### src/hw/vac_fix_note.sv
`timescale 1ns/100ps

### src/hw/vac_pkg.sv
package vac_pkg;

  localparam int CLK_MHZ      = 125;
  localparam int CNT_W        = 22;

  // Detector timing
  localparam int PULSE_NS     = 2000;
  localparam int PULSE_CYC    = PULSE_NS * CLK_MHZ / 1000;
  localparam int SPACING_US   = 5500;
  localparam int SPACING_CYC  = SPACING_US * CLK_MHZ;
  localparam int WINDOW_US    = 100;
  localparam int WINDOW_CYC   = WINDOW_US * CLK_MHZ;
  localparam int HIGH_KHZ     = 310;
  localparam int LOW_KHZ      = 30;
  localparam int HIGH_THR     = HIGH_KHZ * WINDOW_US / 1000;
  localparam int LOW_THR      = LOW_KHZ * WINDOW_US / 1000;

  // Range step and encode delay timing
  localparam int ONESHOT_US   = 500;
  localparam int ONESHOT_CYC  = ONESHOT_US * CLK_MHZ;
  localparam int ENC_DELAY_US = 9700;
  localparam int ENC_DELAY_CYC = ENC_DELAY_US * CLK_MHZ;

  // Range codes, 10 mV up to 1000 V
  localparam logic [2:0] RANGE_10MV  = 3'h0;
  localparam logic [2:0] RANGE_1V    = 3'h2;
  localparam logic [2:0] RANGE_1000V = 3'h5;
  localparam int         NRANGE      = 6;

  // Register map
  localparam logic [7:0] CTRL_OFS   = 8'h00;
  localparam logic [7:0] RANGE_OFS  = 8'h04;
  localparam logic [7:0] STATUS_OFS = 8'h08;
  localparam int CTRL_AUTO_BIT   = 0;
  localparam int CTRL_AMP_BIT    = 1;
  localparam logic [1:0] CTRL_RESET = 2'h0;

  localparam logic [1:0] HTRANS_NONSEQ = 2'h2;
  localparam logic [1:0] HRESP_OKAY    = 2'h0;

  typedef struct packed {
    logic [NRANGE-1:0] sel;
    logic              gain_x10;
    logic              atten_1000v;
  } vac_range_out_t;

  typedef struct packed {
    logic       enc_delay;
    logic       holdoff;
    logic       auto_active;
    logic       overload;
    logic       count_up;
  } vac_status_t;

endpackage : vac_pkg

### src/hw/vac_autorange.sv
// Implementation choices: register access over AHB-Lite and the address map.
`timescale 1ns/100ps
module vac_autorange
  import vac_pkg::*;
#(
  parameter int WIN_CYC = WINDOW_CYC,
  parameter int SPC_CYC = SPACING_CYC,
  parameter int OS_CYC  = ONESHOT_CYC,
  parameter int ENC_CYC = ENC_DELAY_CYC
) (
  input  wire logic              clk,                         // System clock
  input  wire logic              reset,                       // Async reset
  input  wire logic              hsel,                        // AHB select
  input  wire logic [31:0]       haddr,                       // AHB address
  input  wire logic [1:0]        htrans,                      // AHB transfer type
  input  wire logic              hwrite,                      // AHB write
  input  wire logic [2:0]        hsize,                       // AHB size
  input  wire logic [31:0]       hwdata,                      // AHB write data
  input  wire logic              hready,                      // AHB ready in
  output logic                   hreadyout,                   // AHB ready out
  output logic [1:0]             hresp,                       // AHB response
  output logic [31:0]            hrdata,                      // AHB read data
  input  wire logic              vfc_pulse,                   // Converter pulse pin
  input  wire logic              encode_pulse,                // Encode reset pin
  input  wire logic              display_holdoff,             // Display period pin
  input  wire logic              record_cmd,                  // Sample period pin
  input  wire logic              external_selection_position, // Auto select pin
  output logic [NRANGE-1:0]      range_sel,                   // Range select lines
  output logic                   gain_x10,                    // Amplifier gain x10
  output logic                   atten_1000v,                 // Attenuator at 1000 V
  output logic                   overload_lamp,               // Overload indicator
  output logic                   sample_start                 // Encode delay done
);

  localparam int NPIN = 5;
  localparam int PV   = 0;
  localparam int PE   = 1;
  localparam int PH   = 2;
  localparam int PR   = 3;
  localparam int PX   = 4;

  logic [NPIN-1:0] pin_raw;
  logic [NPIN-1:0] s1_reg;
  logic [NPIN-1:0] s2_reg;
  logic [NPIN-1:0] s3_reg;

  logic            vfc_rise;
  logic            enc_rise;
  logic            rec_rise;
  logic            holdoff;
  logic            rec_on;
  logic            auto_active;

  logic            hi_pulse;
  logic            lo_pulse;
  logic            hi_d_reg;
  logic            lo_d_reg;
  logic            hi_rise;
  logic            lo_rise;
  logic            hi_gate;
  logic            lo_gate;
  logic            ovl_hit;
  logic            step_fire;
  logic            os_busy;

  logic [1:0]      ctrl_reg;
  logic [2:0]      range_reg;
  logic [2:0]      floor_code;
  logic            up_reg;
  logic            overload_reg;
  logic            enc_delay_reg;
  logic [CNT_W-1:0] enc_cnt_reg;

  logic            wr_pend_reg;
  logic [7:0]      wr_addr_reg;
  logic            addr_ok;
  logic            man_load;
  logic [31:0]     rd_next;
  vac_status_t     status;
  vac_range_out_t  rout_next;

  assign pin_raw = {external_selection_position, record_cmd, display_holdoff, encode_pulse, vfc_pulse};

  // Two-stage synchronisers plus an edge stage
  generate
    for (genvar i = 0; i < NPIN; i++) begin : g_sync
      always_ff @(posedge clk or posedge reset) begin
        if (reset) begin
          s1_reg[i] <= 1'b0;
          s2_reg[i] <= 1'b0;
          s3_reg[i] <= 1'b0;
        end else begin
          s1_reg[i] <= pin_raw[i];
          s2_reg[i] <= s1_reg[i];
          s3_reg[i] <= s2_reg[i];
        end
      end
    end
  endgenerate

  assign vfc_rise    = s2_reg[PV] & ~s3_reg[PV];
  assign enc_rise    = s2_reg[PE] & ~s3_reg[PE];
  assign rec_rise    = s2_reg[PR] & ~s3_reg[PR];
  assign holdoff     = s2_reg[PH];
  assign rec_on      = s2_reg[PR];
  assign auto_active = ctrl_reg[CTRL_AUTO_BIT] | s2_reg[PX];

  vac_rate_detect #(
    .HIGH    (1'b1),
    .THR     (HIGH_THR),
    .WIN_CYC (WIN_CYC),
    .SPC_CYC (SPC_CYC),
    .PW_CYC  (PULSE_CYC)
  ) u_high (
    .clk       (clk),
    .reset     (reset),
    .edge_seen (vfc_rise),
    .pulse_out (hi_pulse)
  );

  vac_rate_detect #(
    .HIGH    (1'b0),
    .THR     (LOW_THR),
    .WIN_CYC (WIN_CYC),
    .SPC_CYC (SPC_CYC),
    .PW_CYC  (PULSE_CYC)
  ) u_low (
    .clk       (clk),
    .reset     (reset),
    .edge_seen (vfc_rise),
    .pulse_out (lo_pulse)
  );

  always_ff @(posedge clk or posedge reset) begin
    if (reset) begin
      hi_d_reg <= 1'b0;
      lo_d_reg <= 1'b0;
    end else begin
      hi_d_reg <= hi_pulse;
      lo_d_reg <= lo_pulse;
    end
  end

  assign hi_rise = hi_pulse & ~hi_d_reg;
  assign lo_rise = lo_pulse & ~lo_d_reg;

  // No amplifier: lowest auto range is 1 V
  assign floor_code = ctrl_reg[CTRL_AMP_BIT] ? RANGE_10MV : RANGE_1V;

  // Range gates
  assign hi_gate = hi_rise & auto_active & ~holdoff & (enc_delay_reg | rec_on)
                   & (range_reg < RANGE_1000V);
  assign lo_gate = lo_rise & auto_active & enc_delay_reg & ~up_reg & ~rec_on & ~holdoff
                   & (range_reg > floor_code);
  assign ovl_hit = hi_rise & (holdoff | ~auto_active);

  vac_count_oneshot #(
    .DLY_CYC (OS_CYC)
  ) u_oneshot (
    .clk   (clk),
    .reset (reset),
    .trig  (hi_gate | lo_gate),
    .fire  (step_fire),
    .busy  (os_busy)
  );

  // Up/down state: encode clears to down, gated high pulse sets up and wins over encode
  always_ff @(posedge clk or posedge reset) begin
    if (reset) begin
      up_reg <= 1'b0;
    end else if (hi_gate) begin
      up_reg <= 1'b1;
    end else if (enc_rise) begin
      up_reg <= 1'b0;
    end
  end

  // Reversible range counter
  always_ff @(posedge clk or posedge reset) begin
    if (reset) begin
      range_reg <= RANGE_1000V;
    end else if (man_load) begin
      range_reg <= hwdata[2:0];
    end else if (ovl_hit) begin
      range_reg <= RANGE_1000V;
    end else if (step_fire) begin
      if (up_reg && range_reg < RANGE_1000V) begin
        range_reg <= range_reg + 3'h1;
      end else if (!up_reg && range_reg > floor_code) begin
        range_reg <= range_reg - 3'h1;
      end
    end
  end

  // Overload state; set wins over encode clear
  always_ff @(posedge clk or posedge reset) begin
    if (reset) begin
      overload_reg <= 1'b0;
    end else if (ovl_hit) begin
      overload_reg <= 1'b1;
    end else if (enc_rise) begin
      overload_reg <= 1'b0;
    end
  end

  // Encode delay restarts after a range step that fires while the delay is running
  always_ff @(posedge clk or posedge reset) begin
    if (reset) begin
      enc_delay_reg <= 1'b0;
      enc_cnt_reg   <= '0;
      sample_start  <= 1'b0;
    end else begin
      sample_start <= 1'b0;
      if (enc_rise || (enc_delay_reg && step_fire)) begin
        enc_delay_reg <= 1'b1;
        enc_cnt_reg   <= CNT_W'(ENC_CYC);
      end else if (rec_rise) begin
        enc_delay_reg <= 1'b0;
      end else if (enc_delay_reg) begin
        if (enc_cnt_reg == CNT_W'(1)) begin
          enc_delay_reg <= 1'b0;
          sample_start  <= 1'b1;
        end else if (!os_busy) begin
          enc_cnt_reg <= enc_cnt_reg - CNT_W'(1);
        end
      end
    end
  end

  // Range decode to program connector
  always_comb begin
    rout_next             = '0;
    rout_next.sel[range_reg] = 1'b1;
    rout_next.gain_x10    = (range_reg == RANGE_10MV);
    rout_next.atten_1000v = (range_reg == RANGE_1000V);
  end

  always_ff @(posedge clk or posedge reset) begin
    if (reset) begin
      range_sel     <= '0;
      gain_x10      <= 1'b0;
      atten_1000v   <= 1'b0;
      overload_lamp <= 1'b0;
    end else begin
      range_sel     <= rout_next.sel;
      gain_x10      <= rout_next.gain_x10;
      atten_1000v   <= rout_next.atten_1000v;
      overload_lamp <= overload_reg & ~auto_active;
    end
  end

  // AHB-Lite slave, zero wait states
  assign addr_ok  = hsel & hready & (htrans == HTRANS_NONSEQ);
  assign man_load = wr_pend_reg & (wr_addr_reg == RANGE_OFS);

  assign status.enc_delay   = enc_delay_reg;
  assign status.holdoff     = holdoff;
  assign status.auto_active = auto_active;
  assign status.overload    = overload_reg;
  assign status.count_up    = up_reg;

  always_comb begin
    rd_next = '0;
    unique case (haddr[7:0])
      CTRL_OFS:   rd_next[1:0] = ctrl_reg;
      RANGE_OFS:  rd_next[2:0] = range_reg;
      STATUS_OFS: rd_next[4:0] = status;
      default:    rd_next      = '0;
    endcase
  end

  always_ff @(posedge clk or posedge reset) begin
    if (reset) begin
      wr_pend_reg <= 1'b0;
      wr_addr_reg <= '0;
      hrdata      <= '0;
    end else begin
      wr_pend_reg <= addr_ok & hwrite;
      if (addr_ok) begin
        wr_addr_reg <= haddr[7:0];
        if (!hwrite) begin
          hrdata <= rd_next;
        end
      end
    end
  end

  always_ff @(posedge clk or posedge reset) begin
    if (reset) begin
      ctrl_reg <= CTRL_RESET;
    end else if (wr_pend_reg && wr_addr_reg == CTRL_OFS) begin
      ctrl_reg <= hwdata[1:0];
    end
  end

  always_ff @(posedge clk or posedge reset) begin
    if (reset) begin
      hreadyout <= 1'b0;
      hresp     <= HRESP_OKAY;
    end else begin
      hreadyout <= 1'b1;
      hresp     <= HRESP_OKAY;
    end
  end

endmodule : vac_autorange

### src/hw/vac_count_oneshot.sv
`timescale 1ns/100ps
module vac_count_oneshot
  import vac_pkg::*;
#(
  parameter int DLY_CYC = ONESHOT_CYC
) (
  input  wire logic clk,    // System clock
  input  wire logic reset,  // Async reset
  input  wire logic trig,   // Gated range pulse
  output logic      fire,   // Delayed counter step
  output logic      busy    // Unstable state
);

  logic [CNT_W-1:0] cnt_reg;

  // Retrigger while busy is ignored
  always_ff @(posedge clk or posedge reset) begin
    if (reset) begin
      cnt_reg <= '0;
      busy    <= 1'b0;
      fire    <= 1'b0;
    end else begin
      fire <= 1'b0;
      if (busy) begin
        cnt_reg <= cnt_reg - CNT_W'(1);
        if (cnt_reg == CNT_W'(1)) begin
          busy <= 1'b0;
          fire <= 1'b1;
        end
      end else if (trig) begin
        busy    <= 1'b1;
        cnt_reg <= CNT_W'(DLY_CYC);
      end
    end
  end

endmodule : vac_count_oneshot

### src/hw/vac_rate_detect.sv
`timescale 1ns/100ps
module vac_rate_detect
  import vac_pkg::*;
#(
  parameter bit HIGH    = 1'b1,
  parameter int THR     = HIGH_THR,
  parameter int WIN_CYC = WINDOW_CYC,
  parameter int SPC_CYC = SPACING_CYC,
  parameter int PW_CYC  = PULSE_CYC
) (
  input  wire logic clk,        // System clock
  input  wire logic reset,      // Async reset
  input  wire logic edge_seen,  // One converter pulse seen
  output logic      pulse_out   // Detector pulse train
);

  logic [CNT_W-1:0] win_reg;
  logic [CNT_W-1:0] edges_reg;
  logic [CNT_W-1:0] spc_reg;
  logic [CNT_W-1:0] pw_reg;
  logic             cond_reg;

  // Rate measured over a fixed window
  always_ff @(posedge clk or posedge reset) begin
    if (reset) begin
      win_reg   <= '0;
      edges_reg <= '0;
      cond_reg  <= 1'b0;
    end else if (win_reg == '0) begin
      win_reg   <= CNT_W'(WIN_CYC - 1);
      edges_reg <= '0;
      cond_reg  <= HIGH ? (edges_reg >= CNT_W'(THR)) : (edges_reg < CNT_W'(THR));
    end else begin
      win_reg <= win_reg - CNT_W'(1);
      if (edge_seen) begin
        edges_reg <= edges_reg + CNT_W'(1);
      end
    end
  end

  // Pulse train while condition persists
  always_ff @(posedge clk or posedge reset) begin
    if (reset) begin
      spc_reg   <= '0;
      pw_reg    <= '0;
      pulse_out <= 1'b0;
    end else begin
      pulse_out <= (pw_reg != '0);
      if (pw_reg != '0) begin
        pw_reg <= pw_reg - CNT_W'(1);
      end
      if (spc_reg != '0) begin
        spc_reg <= spc_reg - CNT_W'(1);
      end else if (cond_reg && pw_reg == '0) begin
        pw_reg  <= CNT_W'(PW_CYC);
        spc_reg <= CNT_W'(SPC_CYC);
      end
    end
  end

endmodule : vac_rate_detect
### config.mk
export PLATFORM = sky130hd
export DESIGN_NAME = vac_autorange
export DESIGN_NICKNAME = d
export VERILOG_FILES = /design/src/hw/vac_fix_note.sv /design/src/hw/vac_pkg.sv /design/src/hw/vac_autorange.sv /design/src/hw/vac_count_oneshot.sv /design/src/hw/vac_rate_detect.sv
export SDC_FILE = /design/constraint.sdc
export NUM_CORES = 1
export LEC_CHECK = 0
export BUFFER_PORTS_ARGS = -buffer_cell sky130_fd_sc_hd__buf_2
export CAP_MARGIN = 40
export CELL_PAD_IN_SITES_DETAIL_PLACEMENT = 0
export CELL_PAD_IN_SITES_GLOBAL_PLACEMENT = 1
export CORE_MARGIN = 1
export CORE_UTILIZATION = 45
export CTS_CLUSTER_DIAMETER = 150
export DETAILED_ROUTE_END_ITERATION = 8
export PLACE_DENSITY_LB_ADDON = 0.12
export SYNTH_ARGS = -nofsm -noshare
export SYNTH_HDL_FRONTEND = slang
export SYNTH_SLANG_ARGS = --single-unit
### constraint.sdc
create_clock -name clk -period 19.55 [get_ports clk]
set_clock_uncertainty 0.2 [all_clocks]
set_input_delay 0.9775 -clock clk [delete_from_list [all_inputs] [get_ports clk]]
set_output_delay 0.9775 -clock clk [all_outputs]
set_load 0.02 [all_outputs]
# Yosys cells after proc, flatten, opt, wreduce, memory -nomap -nowiden
# Cells that the tools add are included.
# Widths: inputs -> output; s select.
word_totals:
  regBits: 274
  latchBits: 0
  ramBits: 0
  mem_bits_ro: 0
  in_bits: 79
  elab_cells: 191
  n_memories: 0
classes:
  n_addsub: 12
  multipliers: 0
  div_mod_pow: 0
  order_cmp: 6
  eq_ne: 10
  shift: 0
  muxes: 50
  bitwise: 35
  reduce_logical: 33
ops:
  columns: ["cell", "n"]
  rows:
  - ["$mux 22", 23]
  - ["$sub 22x1->22 const B", 8]
  - ["$logic_not 22->1", 4]
  - ["$reduce_bool 22->1", 4]
  - ["$add 22x1->22 const B", 2]
  - ["$eq 22x1->1 const B", 2]
  - ["$ge 22x5->1 const B", 1]
  - ["$lt 22x2->1 const B", 1]
  - ["$and 1x1->1", 21]
  - ["$mux 1", 17]
  - ["$eq 8x3->1 const B", 2]
  - ["$logic_not 8->1", 2]
  - ["$reduce_bool 2->1", 8]
  - ["$mux 3", 5]
  - ["$not 1->1", 10]
  - ["$eq 8x4->1 const B", 1]
  - ["$logic_and 1x1->1", 7]
  - ["$pmux 2 s3", 1]
  - ["$lt 3x4->1 const B", 1]
  - ["$mux 2", 2]
  - ["$ne 2x2->1 const B", 2]
  - ["$or 1x1->1", 4]
  - ["$reduce_and 2->1", 2]
  - ["$reduce_and 4->1", 1]
  - ["15 further kinds", 15]

# Depth between registers and ports, before layout
# Gate-level depths: netlist (run 1).
logic_depth:
  depth_word: 11
  ltp_mapped: 9
  ltp_nobuf: 8

# Modules after synthesis
# From an unflattened synthesis (run 1), not the netlist that was laid out.
hier_totals:
  hier_cells: 1300
  area_unflattened_um2: 13386.6
modules_own_cells:
  columns: ["mod", "instances", "cells_each", "area_each_um2"]
  rows:
  - ["vac_rate_detect at u_low", 1, 440, 4484.3]
  - ["vac_rate_detect at u_high", 1, 424, 4325.4]
  - ["vac_autorange", 1, 319, 3334.4]
  - ["vac_count_oneshot", 1, 117, 1242.4]

# Worst setup path before layout (run 1)
# No wires, ideal clock.
synth_path:
  path_kind: "register to register"
  startpoint: "register u_high.win_reg[2]"
  endpoint: "register u_high.cond_reg"
  arrival_time_ps: 2304
  t_required_ps: 19222
  path_slack_ps: 16919
  stages_incl_launch_ff: 7
  n_path_buf: 2
  synth_period_minus_slack_ps: 2631
  cell_sequence: "dfrtp_1 -> or4_1 -> clkbuf_1 -> or4b_1 -> buf_2 -> nor3_4 -> mux2_1"
synth_via:
  elab_chain_len: 1
synth_lines:
  columns: ["element", "line", "text"]
  rows:
  - ["start, declared", "vac_rate_detect.sv:17", "logic [CNT_W-1:0] win_reg;"]
  - ["start signal, assigned", "vac_rate_detect.sv:30", "win_reg <= CNT_W'(WIN_CYC - 1);"]
  - ["start signal, assigned", "vac_rate_detect.sv:34", "win_reg <= win_reg - CNT_W'(1);"]
  - ["$logic_not 22->1", "vac_rate_detect.sv:29", "end else if (win_reg == '0) begin"]
  - ["end signal, assigned", "vac_rate_detect.sv:32", "cond_reg <= HIGH ? (edges_reg >= CNT_W'(THR)) : (edges_reg < CNT_W'(THR));"]
  - ["end, declared", "vac_rate_detect.sv:21", "logic cond_reg;"]
# No other way between the ends.
# A chain may end at the register's enable or synchronous reset.

# Worst setup path in the final report (run 1)
layout_path:
  startpoint: "register u_low.spc_reg[4]"
  endpoint: "register u_low.spc_reg[0]"
layout_via:
  elab_chain_len: 2
  word_cells_on_any_way: 3
  cone_classes: "mux: 1; reduce/logical: 2"
layout_lines:
  columns: ["element", "line", "text"]
  rows:
  - ["start, declared", "vac_rate_detect.sv:19", "logic [CNT_W-1:0] spc_reg;"]
  - ["start signal, assigned", "vac_rate_detect.sv:53", "spc_reg <= spc_reg - CNT_W'(1);"]
  - ["start signal, assigned", "vac_rate_detect.sv:56", "spc_reg <= CNT_W'(SPC_CYC);"]
  - ["$reduce_bool 22->1 (*)", "vac_rate_detect.sv:52", "if (spc_reg != '0) begin"]
  - ["$mux 22 / $reduce_bool 2->1 (equally long branches)", null, null]
# Every way passes the cells marked *; elsewhere a longest branch is shown, timed or not.

==> results of run 1 <==
## cells in the mapped netlist (17+ instances only)
library cell,number,area [sq um]
a211oi_1,23,172.7
a21oi_1,37,185.2
and3_1,18,112.6
buf_4,33,247.7
clkbuf_1,19,71.32
dfrtp_1,272,6807
ha_1,17,212.7
inv_1,31,116.4
mux2_2,19,214.0
nand2_1,98,367.9
nand3_1,36,180.2
nand4_1,28,175.2
nor2_1,162,608.1
nor3_1,75,375.4
nor4_1,59,369.1
o21ai_0,37,185.2
or4_1,29,217.7
xnor2_1,56,490.5
xor2_1,79,691.9
## where the power goes
part	switching [uW]	internal, uW	leakage [uW]
clock	226	370	0.000535
combinational	76.8	52.3	0.00277
sequential	44.0	608	0.00352
total	347	1030	0.00682
## worst reg2reg max path: stages (launching register included)
cell,delay [ns]
dfrtp_1,0.40
nor4_1,0.66
nand4_1,0.44
nor2b_1,0.79
a21boi_1,0.67
a21o_1,0.21
## worst max-delay path by stage
stage	to	cells past startpoint	start	slack [ns]
floorplan	atten_1000v$_DFF_PP0_	1	reset	10.82
global placement	u_high.cond_reg$_DFFE_PP0P_	5	u_high.win_reg[2]$_DFF_PP0_	16.10
detailed placement	u_high.cond_reg$_DFFE_PP0P_	5	u_high.win_reg[2]$_DFF_PP0_	16.11
CTS	u_high.cond_reg$_DFFE_PP0P_	5	u_high.win_reg[2]$_DFF_PP0_	16.07
global route	u_low.spc_reg[2]$_DFFE_PP0P_	5	u_low.spc_reg[4]$_DFFE_PP0P_	15.84
finish	u_low.spc_reg[0]$_DFFE_PP0P_	5	u_low.spc_reg[4]$_DFFE_PP0P_	16.11
## layer usage
layer,up-vias,track usage,share of wire
met5,-,0,0
met1,4525,0.2639,0.51
met3,30,0.02303,0.031
met4,0,0.04130,0.017
met2,130,0.2756,0.44
li1,4720,-,-
## kinds of logic (layout without fill, tap and decap cells)
logic type / count (synthesis) / count (layout) / synth area share
AND/OR/NAND/NOR: 608 / 608 / 0.2418
adder cells (fa/ha/maj): 18 / 18 / 0.01757
AO/OA/AOI/OAI: 146 / 146 / 0.07020
multiplexers: 34 / 34 / 0.02759
other: 2 / 30 / 0.0005671
flip-flops: 274 / 274 / 0.5179
XOR/XNOR: 135 / 135 / 0.08928
buffers and inverters: 89 / 133 / 0.03514
## stage by stage
| stage | area, sq um | util |
|---|---|---|
| after global routing | 14870 | 0.5151 |
| after floorplan | 13350 | - |
| after global placement | 13700 | 0.4749 |
| final | 14870 | 0.5151 |
| after detailed placement | 13800 | 0.4783 |
| after CTS | 14870 | 0.5151 |
## area by class of cell
type	instances	area share
Sequential cell	274	0.4614
Multi-Input combinational cell	971	0.4054
Clock buffer	42	0.06035
Tap cell	384	0.03232
Timing Repair Buffer	47	0.02104
Clock inverter	13	0.01111
Inverter	31	0.008333
==> flow_metrics.tcl, run 1 <==
set metrics [dict create \
    status "complete, no violations" \
    core_region_area_sq_mm 0.02886 \
    antenna_found_initial 0 \
    max-cap-violations 0 \
    r2r_setup_slack_ns 16.11 \
    clockBufferDepth 3 \
    mostFrequentLayoutCells "272 x dfrtp_1, 162 x nor2_1, 98 x nand2_1" \
    worstPathCellList "nor4_1 > nand4_1 > nor2b_1 > a21boi_1 > a21o_1" \
    synth_seq_cells 274 \
    p_leak_uw 0.006824 \
    path_max_fanout 13 \
    path_clk_slew_ns 0.06 \
    multi_input_area_sq_mm 0.006027 \
    dp.cells 1707 \
    cts_made_buffers 31 \
    power_uw 1377 \
    yosysSeqAreaShare 0.5179 \
    layout_setup_ws_ns 16.11 \
    grt_pass1_wl_mm 45.61 \
    powerDensity_mw_per_mm2 92.64 \
    holdBufCountCts 0 \
    dp_hpwl_mm 17.38 \
    ys_types 69 \
    max-vdd-ir-drop_uv 66.35 \
    htree_num_levels 1 \
    dominantRegCellSynth "dfrtp_1" \
    tns_ns 0 \
    seq_area_sq_mm 0.006859 \
    required_ns 19.83 \
    viasPerCell 5.338 \
    r2r-end "u_low.spc_reg[0]$_DFFE_PP0P_" \
    finalSetupViolCount 0 \
    worst_setup_path_start_kind "flip-flop" \
    synth_area_sq_mm 0.01324 \
    die_area_sq_mm 0.03012 \
    avgSynthCellArea_sq_um 10.14 \
    slew_violations 0 \
    fin_nets 1453 \
    drt_iter0_drc 480 \
    rsz0062_at_grt "false" \
    tightest_slew_ns 0.8478 \
    drc 0 \
    layout_commonest_cell "dfrtp_1" \
    area_growth_pct 12.24 \
    fin_hold_ws_ns 0.1472 \
    hold_viol_final 0 \
    crit_buf_inv 0 \
    num_rows 62 \
    start_util 0.4589 \
    max_freq_ghz 0.2909 \
    nFillCells 2678 \
    end_kind "flip-flop" \
    die_w_microns 173.6 \
    wl_per_cell_microns 14.60 \
    ios 124 \
    grt_pass1_vias 9107 \
    worst-setup-path-type "reg -> reg" \
    clock_latency_ns 0.55 \
    layout_min_cycle_time_ns 3.437 \
    tritoncts "done" \
    cp_top_family "simple AND/OR/NAND/NOR gates" \
    reg2reg_depth 5 \
    synth_cells 1306 \
    max_stage_delay_ns 0.79 \
    chipHeight_microns 173.6 \
    preCtsSetupSlack_ns 16.11 \
    io_buffers 38 \
    fin_cells 1762 \
    diodes 0 \
    drtAntennaViolNets 0 \
    synth_edf_count 0 \
    ctsResizeCount 0 \
    drive_above_1_share 0.09797 \
    postCtsSetupRepairBufs 0 \
    grt_max_degree 111 \
    clock_sinks 274 \
    hp-class "in -> async" \
    finalCritPeriodShare 0.1758 \
    cp_slowest_cell "nor2b_1" \
    slew_headroom 0.4296 \
    drtPass1Iterations 5 \
    overflow 0 \
    r2r-start "u_low.spc_reg[4]$_DFFE_PP0P_" \
    root_buffer "clkbuf_16" \
    via_count 9405 \
    ys.warnings.count 0 \
    arrival_ns 3.72 \
    grt_util_all_layers 0.1776 \
    async_flop_share 1.000 \
    drt_wl_total_mm 25.72 \
    place.gp.congestion 0.7504 \
]
No activity file was read; power rests on OpenSTA's default activity.
==> inputs of run 2 (changes only) <==
ABC_AREA = 1   (was default)
clock period = 3.2 ns   (was 19.55 ns; I/O delays follow)
==> run 2 against run 1 <==
Net effect:
- critical path type unchanged
- combinational power grew to 13 times the previous value
- synthesized cell count rose by 62%
- via count up 39%
- first-iteration DRC count grew 26%
- sequential cell count is the same
==> flow_metrics.tcl, run 2 <==
set metrics [dict create \
    critPathMostFrequentCell "inv_1" \
    io_buffers 38 \
    tightest_slew_ns 0.7850 \
    dp_hpwl_mm 24.70 \
    rsz0062_at_grt "false" \
    die_w_microns 187.8 \
    layout_min_cycle_time_ns 2.266 \
    max-cap-violations 0 \
    drt_wl_total_mm 35.09 \
    worstPathCellList "inv_1 > ha_1 > nand2_1 > nor2_1 > nand3_1 > buf_4 > inv_1 > nand4_1 > o21ai_0" \
    worst-setup-path-type "reg -> reg" \
    clockBufferDepth 3 \
    fin_cells 2665 \
    cp.depth 9 \
    yosysSeqAreaShare 0.4417 \
    worst_setup_path_start_kind "flip-flop" \
    arrival_ns 2.49 \
    ios 124 \
    synth.largest_area_cell "dfrtp_1" \
    max-vdd-ir-drop_uv 402.2 \
    via_count 13120 \
    dominantRegCellSynth "dfrtp_1" \
    chipHeight_microns 187.8 \
    overflow 0 \
    cp_top_family "buffers and inverters" \
    clock_latency_ns 0.52 \
    grt_max_degree 93 \
    grt_pass1_vias 12870 \
    mostFrequentLayoutCells "524 x nand2_1, 404 x nor2_1, 272 x dfrtp_1" \
    finalCritPeriodShare 0.7082 \
    htree_num_levels 2 \
    cp-startpoint "u_low.win_reg[0]$_DFF_PP0_" \
    r2r_setup_slack_ns 0.93 \
    tritoncts "done" \
    grt_pass1_wl_mm 61.33 \
    crit_buf_inv 3 \
    num_rows 67 \
    synth_area_sq_mm 0.01553 \
    wl_per_cell_microns 13.17 \
    clock_sinks 274 \
    powerDensity_mw_per_mm2 557.7 \
    power_uw 9791 \
    drt_iter0_drc 603 \
    hold_viol_final 0 \
    seq_area_sq_mm 0.006859 \
    max_stage_delay_ns 0.40 \
    diodes 0 \
    viasPerCell 4.922 \
    synth_area_leaders "dfrtp_1 44%, nand2_1 13%, nor2_1 9.8%" \
    ys.warnings.count 0 \
    multi_input_area_sq_mm 0.007436 \
    crit_path_end "u_low.cond_reg$_DFFE_PP0P_" \
    die_area_sq_mm 0.03525 \
    path_max_fanout 15 \
    end_kind "flip-flop" \
    tns_ns 0 \
    slew_violations 0 \
    synth_common_cells "524 x nand2_1, 404 x nor2_1, 272 x dfrtp_1, 239 x inv_1, 190 x nand3_1" \
    cts_made_buffers 35 \
    reg2reg_depth 9 \
    synth_top_area_share 0.4384 \
    path_clk_slew_ns 0.06 \
    yosysMostFrequentCell "nand2_1" \
    async_flop_share 1.000 \
    utilization 0.5210 \
    drive_above_1_share 0.07984 \
    ys_types 48 \
    required_ns 3.43 \
    place.gp.congestion 0.8476 \
    finalSetupViolCount 0 \
    dp.cells 2578 \
    p_leak_uw 0.009274 \
    nFillCells 3304 \
    slew_headroom 0.4755 \
    synth_edf_count 0 \
    r2r-start "u_low.win_reg[0]$_DFF_PP0_" \
    avgSynthCellArea_sq_um 7.359 \
    antenna_found_initial 0 \
    status "complete, no violations" \
    core_region_area_sq_mm 0.03370 \
    hp-class "in -> reg" \
    area_growth_pct 13.07 \
    drtPass1Iterations 5 \
    holdBufCountCts 27 \
    fin_nets 2291 \
    synth_cells 2110 \
    max_freq_ghz 0.4413 \
    cp_slowest_cell "dfrtp_1" \
    grt_util_all_layers 0.2068 \
    start_util 0.4608 \
    drtAntennaViolNets 0 \
    r2r-end "u_low.cond_reg$_DFFE_PP0P_" \
    ctsResizeCount 0 \
    drc 0 \
    root_buffer "clkbuf_16" \
    postCtsSetupRepairBufs 0 \
    synth_seq_cells 274 \
    layout_commonest_cell "nand2_1" \
]
[run 2: cell count changes after synthesis, moves of 33 or more]
cell | before | now
nand2_1 | 98 | 524
nand3_1 | 36 | 190
nor4_1 | 59 | 4
nand4_1 | 28 | 61
nor3_1 | 75 | 40
xnor2_1 | 56 | 21
inv_1 | 31 | 239
nor2_1 | 162 | 404
[run 2: through the flow]
step                      setup slack (ns)  hold WS [ns]  instance area, sq um
after CTS                           0.9028       0.06136                 17560
after global routing                0.7198       0.08943                 17560
after global placement              0.9641       0.06879                 16100
after floorplan                    -0.7818     -0.008570                 15640
final                               0.9339       0.08555                 17560
after detailed placement            0.9233       0.07171                 16100
[run 2: logic make-up after synthesis]
kind of cell / after synthesis / share of synthesized area
xor+xnor: 83 / 0.04682
flops: 274 / 0.4417
other cells: 2 / 0.0004837
compound gates: 124 / 0.04295
buf+inv: 303 / 0.08638
simple gates: 1306 / 0.3666
fa+ha+maj: 18 / 0.01499
[run 2: how the worst min path moves through the flow]
stage,cells past startpoint,start,to,slack [ns]
2_1_floorplan,0,vfc_pulse,s1_reg[0]$_DFF_PP0_,-0.009
3_3_place_gp,1,vfc_pulse,s1_reg[0]$_DFF_PP0_,0.07
3_5_place_dp,1,vfc_pulse,s1_reg[0]$_DFF_PP0_,0.07
4_1_cts,2,vfc_pulse,s1_reg[0]$_DFF_PP0_,0.06
5_1_grt,2,vfc_pulse,s1_reg[0]$_DFF_PP0_,0.09
6_report,2,vfc_pulse,s1_reg[0]$_DFF_PP0_,0.09
[run 2: power breakdown]
part	switching (uW)	total (uW)	internal [uW]
Sequential	325	4080	3760
Clock	1530	4050	2530
Combinational	1090	1650	562
[run 2: cell type report]
class	instances	area share
inverters	248	0.05381
clock buffers	49	0.05986
clock inverters	11	0.007982
flip-flops and latches	274	0.3907
repair buffers	74	0.03221
well taps	448	0.03193
multi-input cells	1561	0.4235
[run 2: layer usage]
metal | track usage | up-vias | share of wire
met5 | 0 | - | 0
met4 | 0.05378 | 0 | 0.018
met2 | 0.3389 | 188 | 0.45
met3 | 0.02676 | 42 | 0.030
met1 | 0.2885 | 6104 | 0.50
li1 | - | 6783 | -
[run 2: worst register-to-register path: cells and delay by family (launching register included)]
family / cells / cell delay [ns]
fa+ha+maj: 1 / 0.23
compound gates: 1 / 0.12
flops: 1 / 0.40
simple gates: 4 / 0.60
buf+inv: 3 / 0.62
